===== config.mk =====
export PLATFORM = sky130hd
export DESIGN_NAME = seepr_slave
export DESIGN_NICKNAME = d
export VERILOG_FILES = /design/src/seepr_pkg.sv /design/src/seepr_mem.sv /design/src/seepr_sync.sv /design/src/seepr_slave.sv
export VERILOG_INCLUDE_DIRS = /design/src
export SDC_FILE = /design/constraint.sdc
export NUM_CORES = 2
export LEC_CHECK = 0
export BUFFER_PORTS_ARGS = -buffer_cell sky130_fd_sc_hd__buf_4
export CORE_ASPECT_RATIO = 1.1
export CORE_MARGIN = 4
export CORE_UTILIZATION = 40
export CTS_CLUSTER_SIZE = 8
export DETAILED_ROUTE_END_ITERATION = 10
export PLACE_DENSITY = 0.66
export SETUP_SLACK_MARGIN = 0.15
export SLEW_MARGIN = 20
export SYNTH_ARGS = -nofsm -noshare
export SYNTH_HDL_FRONTEND = slang
export SYNTH_SLANG_ARGS = --single-unit

===== constraint.sdc =====
create_clock -name CLOCK_I -period 9.5 [get_ports CLOCK_I]
set_input_delay 0.95 -clock CLOCK_I [delete_from_list [all_inputs] [get_ports CLOCK_I]]
set_output_delay 0.95 -clock CLOCK_I [all_outputs]
set_load 0.01 [all_outputs]

===== src/seepr_cfg.svh =====
// constants for the serial eeprom slave
`ifndef SEEPR_CFG_SVH
`define SEEPR_CFG_SVH
// ==========================================
// control byte layout
// type code value is arbitrary
`define SEEPR_TYPE_CODE 4'h5
`define SEEPR_TYPE_MSB 7
`define SEEPR_TYPE_LSB 4
`define SEEPR_DIR_BIT 0
// ==========================================
// memory shape
`define SEEPR_ADDR_W 8
`define SEEPR_PAGE_W 3
`define SEEPR_PAGE_BYTES 8
// ==========================================
// write cycle timing
`define SEEPR_CLK_MHZ 200
`define SEEPR_TWR_US 10000
`define SEEPR_TWR_CYC (`SEEPR_TWR_US * `SEEPR_CLK_MHZ)
`endif


===== src/seepr_pkg.sv =====
// types for the serial eeprom slave
package seepr_pkg;
  // ==========================================
  // slave states
  typedef enum logic [2:0] {
    SEEPR_IDLE,
    SEEPR_CTRL,
    SEEPR_ADDR,
    SEEPR_WDATA,
    SEEPR_RDATA,
    SEEPR_RACK
  } seepr_state_t;
endpackage : seepr_pkg


===== src/seepr_mem.sv =====
// byte array with registered read port
`timescale 1ns/10ps
`include "seepr_cfg.svh"
module seepr_mem #(
  parameter int DEPTH = 256
) (
  // clock
  input wire logic clk_i,
  // write port
  input wire logic wr_en_i,
  input wire logic [`SEEPR_ADDR_W-1:0] wr_addr_i,
  input wire logic [7:0] wr_data_i,
  // read port
  input wire logic [`SEEPR_ADDR_W-1:0] rd_addr_i,
  output logic [7:0] rd_data_o
);
  localparam int AW = $clog2(DEPTH);
  logic [7:0] mem [DEPTH];
  // ==========================================
  // write and registered read
  always_ff @(posedge clk_i) begin
    if (wr_en_i) begin
      mem[wr_addr_i[AW-1:0]] <= wr_data_i;
    end
    rd_data_o <= mem[rd_addr_i[AW-1:0]];
  end
endmodule : seepr_mem


===== src/seepr_sync.sv =====
// two flop synchroniser for pin inputs
`timescale 1ns/10ps
module seepr_sync #(
  parameter int W = 1,
  parameter logic [W-1:0] INIT = '1
) (
  // clock and reset
  input wire logic clk_i,
  input wire logic arst_n_i,
  // data
  input wire logic [W-1:0] d_i,
  output logic [W-1:0] q_o
);
  logic [W-1:0] meta_reg;
  // ==========================================
  // two stages, first read only by second
  always_ff @(posedge clk_i or negedge arst_n_i) begin
    if (!arst_n_i) begin
      meta_reg <= INIT;
      q_o <= INIT;
    end else begin
      meta_reg <= d_i;
      q_o <= meta_reg;
    end
  end
endmodule : seepr_sync


===== src/seepr_slave.sv =====
// two-wire serial eeprom slave command logic
// What this block does
// RULE1: match type code, ignore three select bits
// RULE2: master sends write control byte after start
// RULE3: acknowledge matching write control on ninth clock
// RULE4: next byte loads address pointer, acknowledged
// RULE5: stop after write data starts busy cycle
// RULE6: buffer up to eight bytes, commit at stop
// RULE7: increment only low three pointer bits
// RULE8: over eight bytes wrap, newest kept
// RULE9: host keeps page writes inside one page
// RULE10: master polls with control byte for ack
// RULE11: no control acknowledge while write busy
// RULE12: write protect high blocks all writes
// RULE13: write protect never affects reads
// RULE14: read control byte has direction one
// RULE15: pointer holds last address plus one, wrapping inside the page after a write
// RULE16: ack read control, send bytes until nack
// RULE17: random read sets pointer before restart
// RULE18: master ack fetches next sequential byte
// RULE19: sequential read pointer spans whole array
// RULE20: data line only pulled low or released
// RULE21: data change with clock high is condition
// RULE22: unused select pins have no effect
// RULE23: array is 128 or 256 bytes
// RULE24: write cycle timed by parameter counter
// RULE25: start resyncs to control, stop idles
`timescale 1ns/10ps
`include "seepr_cfg.svh"
module seepr_slave #(
  parameter int MEM_BYTES = 256,
  parameter int TWR_CYCLES = `SEEPR_TWR_CYC
) (
  // clock and reset
  input wire logic CLOCK_I,
  input wire logic ARST_N_I,
  // two-wire bus
  input wire logic SCL_I,
  input wire logic SDA_I,
  output logic SDA_O,
  output logic SDA_OE_O,
  // pins
  input wire logic WP_I,
  input wire logic [2:0] UNUSED_SELECT_PINS_I,
  // status
  output logic BUSY_O
);
  localparam logic [7:0] AMASK = (MEM_BYTES == 128) ? 8'h7f : 8'hff;
  localparam int PB = `SEEPR_PAGE_BYTES;
  // ==========================================
  // pin synchronisers
  logic scl_s, sda_s, wp_s;
  logic scl_d_reg, sda_d_reg;
  seepr_sync #(.W(3), .INIT(3'h7)) u_sync (
    .clk_i(CLOCK_I),
    .arst_n_i(ARST_N_I),
    .d_i({SCL_I, SDA_I, WP_I}),
    .q_o({scl_s, sda_s, wp_s})
  );
  // edge history
  always_ff @(posedge CLOCK_I or negedge ARST_N_I) begin
    if (!ARST_N_I) begin
      scl_d_reg <= 1'b1;
      sda_d_reg <= 1'b1;
    end else begin
      scl_d_reg <= scl_s;
      sda_d_reg <= sda_s;
    end
  end
  logic scl_rise, scl_fall, start_c, stop_c;
  // conditions: data edge with clock high [RULE21]
  assign scl_rise = scl_s && !scl_d_reg;
  assign scl_fall = !scl_s && scl_d_reg;
  assign start_c = scl_s && scl_d_reg && sda_d_reg && !sda_s; // [RULE21]
  assign stop_c = scl_s && scl_d_reg && !sda_d_reg && sda_s; // [RULE21]

  // control byte decode, select bits dropped [RULE1] [RULE22]
  function automatic logic ctrl_match(input logic [7:0] b);
    ctrl_match = (b[`SEEPR_TYPE_MSB:`SEEPR_TYPE_LSB] == `SEEPR_TYPE_CODE);
  endfunction : ctrl_match

  // ==========================================
  // bit engine
  seepr_pkg::seepr_state_t state_reg;
  logic [3:0] bit_cnt_reg;
  logic [7:0] shift_reg;
  logic ack_phase;
  logic [7:0] rx_byte;
  logic byte_done;
  logic busy_reg;
  logic [7:0] ptr_reg;
  logic [7:0] page_buf [PB];
  logic [PB-1:0] page_vld_reg;
  logic [`SEEPR_PAGE_W-1:0] commit_idx_reg;
  logic committing_reg;
  logic ack_drive_reg;
  logic tx_low_reg;
  logic [7:0] rd_data;
  logic [31:0] twr_cnt_reg;

  assign ack_phase = (bit_cnt_reg == 4'h8);
  assign rx_byte = shift_reg;
  // byte complete at the eighth fall, so an ack starts with the clock low
  assign byte_done = scl_fall && (bit_cnt_reg == 4'h7);

  // bit counter and receive shifter
  always_ff @(posedge CLOCK_I or negedge ARST_N_I) begin
    if (!ARST_N_I) begin
      bit_cnt_reg <= 4'h0;
      shift_reg <= 8'h00;
    end else if (start_c) begin
      // all ones: the clock fall after the start wraps it to zero
      bit_cnt_reg <= 4'hf;
    end else if (scl_rise && !ack_phase) begin
      shift_reg <= {shift_reg[6:0], sda_s};
    end else if (scl_fall) begin
      bit_cnt_reg <= ack_phase ? 4'h0 : bit_cnt_reg + 4'h1;
    end
  end

  // ==========================================
  // command state machine
  always_ff @(posedge CLOCK_I or negedge ARST_N_I) begin
    if (!ARST_N_I) begin
      state_reg <= seepr_pkg::SEEPR_IDLE;
      ack_drive_reg <= 1'b0;
    end else if (start_c) begin
      state_reg <= seepr_pkg::SEEPR_CTRL; // [RULE25]
      ack_drive_reg <= 1'b0;
    end else if (stop_c) begin
      state_reg <= seepr_pkg::SEEPR_IDLE; // [RULE25]
      ack_drive_reg <= 1'b0;
    end else begin
      case (state_reg)
        seepr_pkg::SEEPR_CTRL: begin
          if (byte_done) begin
            // no acknowledge while busy [RULE3] [RULE11]
            if (ctrl_match(rx_byte) && !busy_reg) begin
              ack_drive_reg <= 1'b1;
              state_reg <= rx_byte[`SEEPR_DIR_BIT] ? seepr_pkg::SEEPR_RDATA
                                                   : seepr_pkg::SEEPR_ADDR;
            end else begin
              state_reg <= seepr_pkg::SEEPR_IDLE;
            end
          end
        end
        seepr_pkg::SEEPR_ADDR, seepr_pkg::SEEPR_WDATA: begin
          if (byte_done) begin
            ack_drive_reg <= 1'b1; // [RULE4]
            state_reg <= seepr_pkg::SEEPR_WDATA;
          end
        end
        seepr_pkg::SEEPR_RDATA: begin
          if (scl_fall && ack_phase) begin
            ack_drive_reg <= 1'b0;
          end else if (byte_done) begin
            // leave only after bit 0 was held through its clock
            state_reg <= seepr_pkg::SEEPR_RACK;
          end
        end
        seepr_pkg::SEEPR_RACK: begin
          // master ack continues, nack stops [RULE16] [RULE18]
          if (scl_rise && ack_phase) begin
            state_reg <= sda_s ? seepr_pkg::SEEPR_IDLE : seepr_pkg::SEEPR_RDATA;
          end
        end
        default: begin
          state_reg <= state_reg;
        end
      endcase
      if (state_reg != seepr_pkg::SEEPR_RDATA && scl_fall && ack_phase) begin
        ack_drive_reg <= 1'b0;
      end
    end
  end

  // ==========================================
  // address pointer
  logic in_read;
  assign in_read = (state_reg == seepr_pkg::SEEPR_RDATA);
  always_ff @(posedge CLOCK_I or negedge ARST_N_I) begin
    if (!ARST_N_I) begin
      ptr_reg <= 8'h00;
    end else if (state_reg == seepr_pkg::SEEPR_ADDR && byte_done) begin
      ptr_reg <= rx_byte & AMASK; // [RULE4] [RULE17] [RULE23]
    end else if (state_reg == seepr_pkg::SEEPR_WDATA && byte_done) begin
      // page roll inside the current page [RULE7] [RULE8]
      ptr_reg <= {ptr_reg[7:`SEEPR_PAGE_W], ptr_reg[`SEEPR_PAGE_W-1:0] + 3'h1};
    end else if (in_read && scl_fall && ack_phase) begin
      // byte loaded, advance over whole array [RULE15] [RULE19]
      ptr_reg <= (ptr_reg + 8'h01) & AMASK;
    end
  end

  // ==========================================
  // page buffer
  logic [7:0] page_base_reg;
  always_ff @(posedge CLOCK_I or negedge ARST_N_I) begin
    if (!ARST_N_I) begin
      page_vld_reg <= '0;
      page_base_reg <= 8'h00;
      for (int i = 0; i < PB; i++) begin
        page_buf[i] <= 8'h00;
      end
    end else if (state_reg == seepr_pkg::SEEPR_CTRL && byte_done) begin
      page_vld_reg <= '0;
    end else if (state_reg == seepr_pkg::SEEPR_WDATA && byte_done) begin
      // newest byte overwrites a wrapped slot [RULE6] [RULE8]
      page_buf[ptr_reg[`SEEPR_PAGE_W-1:0]] <= rx_byte;
      page_vld_reg[ptr_reg[`SEEPR_PAGE_W-1:0]] <= 1'b1;
      page_base_reg <= {ptr_reg[7:`SEEPR_PAGE_W], 3'h0};
    end else if (committing_reg) begin
      page_vld_reg[commit_idx_reg] <= 1'b0;
    end
  end

  // ==========================================
  // self-timed write cycle
  logic wr_stop;
  assign wr_stop = stop_c && state_reg == seepr_pkg::SEEPR_WDATA && (page_vld_reg != '0);
  always_ff @(posedge CLOCK_I or negedge ARST_N_I) begin
    if (!ARST_N_I) begin
      busy_reg <= 1'b0;
      twr_cnt_reg <= 32'h0;
      committing_reg <= 1'b0;
      commit_idx_reg <= 3'h0;
    end else if (wr_stop && !busy_reg) begin
      busy_reg <= 1'b1; // [RULE5]
      twr_cnt_reg <= 32'(TWR_CYCLES - 1); // [RULE24]
      committing_reg <= 1'b1;
      commit_idx_reg <= 3'h0;
    end else if (busy_reg) begin
      if (committing_reg) begin
        commit_idx_reg <= commit_idx_reg + 3'h1;
        committing_reg <= (commit_idx_reg != 3'h7);
      end
      if (twr_cnt_reg == 32'h0) begin
        busy_reg <= 1'b0; // [RULE24]
      end else begin
        twr_cnt_reg <= twr_cnt_reg - 32'h1;
      end
    end
  end
  assign BUSY_O = busy_reg;

  // commit only when write protect is low [RULE6] [RULE12]
  logic mem_we;
  assign mem_we = committing_reg && page_vld_reg[commit_idx_reg] && !wp_s; // [RULE12]
  seepr_mem #(.DEPTH(MEM_BYTES)) u_mem (
    .clk_i(CLOCK_I),
    .wr_en_i(mem_we),
    .wr_addr_i(page_base_reg | {5'h00, commit_idx_reg}),
    .wr_data_i(page_buf[commit_idx_reg]),
    .rd_addr_i(ptr_reg),
    .rd_data_o(rd_data)
  );

  // ==========================================
  // transmit: reads ignore write protect [RULE13]
  logic [7:0] tx_shift_reg;
  always_ff @(posedge CLOCK_I or negedge ARST_N_I) begin
    if (!ARST_N_I) begin
      tx_shift_reg <= 8'hff;
      tx_low_reg <= 1'b0;
    end else if (start_c || stop_c || !in_read) begin
      tx_low_reg <= 1'b0;
      tx_shift_reg <= rd_data;
    end else if (scl_fall && ack_phase) begin
      tx_low_reg <= !rd_data[7];
      tx_shift_reg <= {rd_data[6:0], 1'b1};
    end else if (scl_fall && bit_cnt_reg < 4'h7) begin
      tx_low_reg <= !tx_shift_reg[7];
      tx_shift_reg <= {tx_shift_reg[6:0], 1'b1};
    end else if (scl_fall) begin
      tx_low_reg <= 1'b0;
    end
  end

  // open drain: pull low or release [RULE20]
  assign SDA_O = 1'b0;
  assign SDA_OE_O = ack_drive_reg || tx_low_reg; // [RULE20]

  // ==========================================
  // checks
  busy_no_ack_a: assert property (@(posedge CLOCK_I) disable iff (!ARST_N_I) // [RULE11]
    (state_reg == seepr_pkg::SEEPR_CTRL && byte_done && busy_reg) |=> !ack_drive_reg)
    else $error("ack given while busy");
  wp_no_write_a: assert property (@(posedge CLOCK_I) disable iff (!ARST_N_I) // [RULE12]
    wp_s |-> !mem_we)
    else $error("write while protected");
  page_roll_a: assert property (@(posedge CLOCK_I) disable iff (!ARST_N_I) // [RULE7]
    (state_reg == seepr_pkg::SEEPR_WDATA && byte_done) |=>
    ptr_reg[7:3] == $past(ptr_reg[7:3]))
    else $error("page bits moved");
  stop_busy_a: assert property (@(posedge CLOCK_I) disable iff (!ARST_N_I) // [RULE5]
    (wr_stop && !busy_reg) |=> busy_reg [*2])
    else $error("no write cycle");
  start_ctrl_a: assert property (@(posedge CLOCK_I) disable iff (!ARST_N_I) // [RULE25]
    start_c |=> state_reg == seepr_pkg::SEEPR_CTRL)
    else $error("start not resync");
  stop_idle_a: assert property (@(posedge CLOCK_I) disable iff (!ARST_N_I) // [RULE25]
    (stop_c && !start_c) |=> state_reg == seepr_pkg::SEEPR_IDLE)
    else $error("stop not idle");
  never_high_a: assert property (@(posedge CLOCK_I) disable iff (!ARST_N_I) // [RULE20]
    SDA_OE_O |-> !SDA_O)
    else $error("sda driven high");
  oe_clk_low_a: assert property (@(posedge CLOCK_I) disable iff (!ARST_N_I) // [RULE21]
    $changed(SDA_OE_O) |-> !scl_s)
    else $error("data moved with clock high");
  ctrl_ack_a: assert property (@(posedge CLOCK_I) disable iff (!ARST_N_I) // [RULE3]
    (state_reg == seepr_pkg::SEEPR_CTRL && byte_done && !busy_reg && !start_c
     && !stop_c && ctrl_match(rx_byte)) |=> ack_drive_reg)
    else $error("match not acked");
endmodule : seepr_slave


==> reports/results.md <==
| Item | Reported | Unit |
|:---|:---|:---|
| Outcome | finished, final reports clean | - |
| Main synth FF type | sky130_fd_sc_hd__edfxtp_1 | - |
| Area leader, netlist | sky130_fd_sc_hd__edfxtp_1 | - |
| Placed Area | 0.0900 | mm^2 |
| Sort of element at the end of the critical path | flop | - |
| Internal power consumption | 16.9 | mW |
| Antenna violations before repair | 12 | - |
| Period utilisation layout | 0.540 | - |
| Time the worst path needs with I/O delays and setup | 5130 | ps |
| Area of the core | 0.216 | mm^2 |
| Vias | 53.4k | - |
| Die W | 452 | um |
| Pin count of the biggest net entering global routing | 209 | - |
| Die Footprint | 0.224 | mm^2 |
| Per-cell routed wire length | 31.7 | um |
| Number of remaining DRC errors | 0 | - |
| Final count of hold timing violations | 0 | - |
| Switching power | 4.22 | mW |
| Share of async-settable or async-resettable flops after synthesis | 0.0701 | - |
| Synth Instances | 5323 | - |
| Non-Filler Cell Area, Final | 0.0987 | mm^2 |
| TritonCTS clock tree | built | - |
| Half-perimeter wire length of the detailed placement result | 148 | mm |
| GPL Wtd Cong | 0.876 | - |
| Final core occ | 0.457 | - |
| Power, Total | 21.1 | mW |
| FF+latch count, synth | 2211 | - |
| Max Transition Viols Final | 0 | - |
| Number of vias per cell | 6.35 | - |
| Number of nets with antenna violations after detailed routing | 0 | - |
| Number of enable-type register cells in the synthesized netlist | 2048 | - |
| Post-Syn Area | 0.0867 | mm^2 |
| Peak Freq | 0.195 | GHz |
| Sequential fraction of the synthesis area | 0.756 | - |
| Headroom to the max-slew limit | 0.209 | - |
| Number of distinct library cells after synthesis | 91 | - |
| CP required | 10350 | ps |
| Detailed router's first-iteration violation count | 8274 | - |
| Part of the power in combinational logic | 0.017 | - |
| Wire length of the first global-routing pass | 380 | mm |
| CTS clock-pin slew for the worst setup and hold paths | 50 | ps |
| Synth Warn # | 0 | - |
| Number of cells upsized or downsized after cts | 0 | - |
| Tot GR Track Use | 0.232 | - |
| Remaining global-route overflow | 0 | - |
| Max Root-Sink Buffers | 4 | - |
| Iteration count of the initial detailed-routing pass | 8 | - |
| Clk sink count | 2211 | - |
| Register area | 0.0656 | mm^2 |
| Most common cell after layout, fill and taps aside | sky130_fd_sc_hd__edfxtp_1 | - |
| Setup Total Neg Slack | 0 | ps |
| P per Cell Area | 214 | mW/mm^2 |
| Total number of nets in the final design | 5434 | - |
| Number of port buffers | 6 | - |
| Clock skew | 53.5 | ps |
| Arrival time of the worst setup path | 5980 | ps |
| Setup repair after global routing missed its margin | false | - |
| Top fanout value on the critical path | 42 | - |
| # rows | 179 | - |
| Fillers | 18.3k | - |
| Leading cell types in the layout, fill and taps excluded | sky130_fd_sc_hd__edfxtp_1 (2048), sky130_fd_sc_hd__nor2_1 (409), sky130_fd_sc_hd__clkbuf_16 (334) | - |
| Number of buffers inserted by post-CTS setup repair | 0 | - |
| Register share of total power | 0.505 | - |
| I/O pin count | 11 | - |
| Starting Density | 0.402 | - |
| Switching part of the total | 0.200 | - |
| Worst Hold Class | input port to asynchronous set/reset pin | - |
| Cell at the root of the clock tree | sky130_fd_sc_hd__clkbuf_16 | - |
| Post-Syn Area per Cell | 16.3 | um^2 |
| Number of setup violations in the final report | 0 | - |
| Max capacitance violation total | 0 | - |
| Maximum VDD drop | 217 | uV |
| Number of nets produced by synthesis | 5341 | - |
| Flip-flop count of the largest register after layout | 2048 | - |
| H-Tree Depth | 5 | - |
| Actual slew at the worst max-slew pin | 1190 | ps |
| Clock group share of total power | 0.478 | - |
| Launching element type of the critical path | flop | - |
| Total clock buffers created by CTS | 326 | - |
| Via count of the first global-routing pass | 51.4k | - |
| Fraction of layout instances using a drive strength above 1 | 0.149 | - |
| Hold buffer count at cts | 0 | - |
| Clk_lat worst skew | 930 | ps |
| Drt total wl | 266 | mm |
| Area taken by multi-input logic gates | 0.0196 | mm^2 |
| Share of Yosys cell area claimed by the top area cell type | 0.709 | - |
| Synth-to-Final Area Change | 13.7 | % |
| Height of the die | 496 | um |
| Worst Setup Path Type | flop to flop | - |
| Leading cell types by total area after synthesis | sky130_fd_sc_hd__edfxtp_1 (71%), sky130_fd_sc_hd__dfrtp_1 (4.0%), sky130_fd_sc_hd__mux2_2 (2.9%), sky130_fd_sc_hd__a22oi_1 (2.4%), sky130_fd_sc_hd__mux2i_1 (2.4%) | - |
| Leakage Power | 35.9 | nW |
-- final timing paths --
kind                               startpoint            endpoint  slack (ps)  cells after the start
min in group CLOCK_I                    SDA_I  u_sync.meta_reg[1]         140                      1
min reg2reg                u_sync.meta_reg[0]       u_sync.q_o[0]         350                      0
max                                ptr_reg[1]  u_mem.rd_data_o[7]        4370                      9
max reg2reg                        ptr_reg[1]  u_mem.rd_data_o[7]        4370                      9
min                                  ARST_N_I      bit_cnt_reg[0]          70                      1
max in group asynchronous            ARST_N_I     twr_cnt_reg[27]        8270                      2
-- layout make-up --
cell class                 instances  share of cell area
clock inverter                     5            0.000482
multi-input combinational       2722               0.198
clock buffer                     394              0.0870
tap                             2896              0.0367
timing repair buffer             133              0.0116
antenna                           17            0.000431
inverter                          22            0.000938
sequential                      2211               0.665
-- cell families (layout without fill, tap and decap cells) --
kind of cell               count (synthesis)  count (layout)  synth area share
xor gates and xnor gates                  35              35           0.00353
AOI/OAI and AO/OA                       1287            1287             0.109
adders and majority gates                 10              10           0.00144
buffers and inverters                    390             554            0.0211
muxes                                    453             453            0.0588
other                                      1              18         0.0000432
and+or+nand+nor                          936             936            0.0499
DFF                                     2211            2211             0.756
-- critical path, cell delays in order, from the launching register on --
cell and delay [ps]:
sky130_fd_sc_hd__dfrtp_4 1000, sky130_fd_sc_hd__buf_4 710, sky130_fd_sc_hd__nor2b_4 880, sky130_fd_sc_hd__buf_4 630, sky130_fd_sc_hd__nand2_1 120, sky130_fd_sc_hd__o21ai_0 100
sky130_fd_sc_hd__a21oi_1 90, sky130_fd_sc_hd__a211oi_1 850, sky130_fd_sc_hd__o311ai_1 370, sky130_fd_sc_hd__a22oi_1 250
-- per-layer routing --
metal,wire length [um],global-route usage,up-vias
met1,97400,0.305,27200
met5,27,0,-
met2,122000,0.357,3938
li1,-,-,21500
met4,13900,0.120,4
met3,32600,0.0607,688
-- synth_stat cells (50+ instances only) --
master / number
sky130_fd_sc_hd__mux2_2: 223
sky130_fd_sc_hd__o21ai_0: 134
sky130_fd_sc_hd__a21oi_1: 222
sky130_fd_sc_hd__o211ai_1: 52
sky130_fd_sc_hd__o2bb2ai_1: 50
sky130_fd_sc_hd__nand3_1: 95
sky130_fd_sc_hd__nor2_1: 410
sky130_fd_sc_hd__nand2_1: 226
sky130_fd_sc_hd__dfrtp_1: 139
sky130_fd_sc_hd__a22oi_1: 278
sky130_fd_sc_hd__buf_2: 134
sky130_fd_sc_hd__mux2i_1: 207
sky130_fd_sc_hd__clkbuf_1: 154
sky130_fd_sc_hd__a221oi_1: 203
sky130_fd_sc_hd__edfxtp_1: 2048
sky130_fd_sc_hd__a22o_1: 65
-- through the flow --
step,cells,setup slack [ps],hold slack (ps)
after global routing,8384,4350,110
final,8400,4370,73.0
after CTS,8383,4460,73.0
after floorplan,5323,2760,345
after detailed placement,7984,4500,347
after global placement,7984,4570,351
-- power groups by stage --
stage / clock (mW) / combinational, mW / sequential (mW)
CTS: 10.1 / 0.357 / 10.6
detailed placement: 0 / 0.355 / 10.8
finish: 10.1 / 0.366 / 10.6
floorplan: 0 / 0.241 / 10.8
global placement: 0 / 0.350 / 10.8
global route: 10.6 / 0.381 / 10.6
Power figures use the tool's default switching activity.
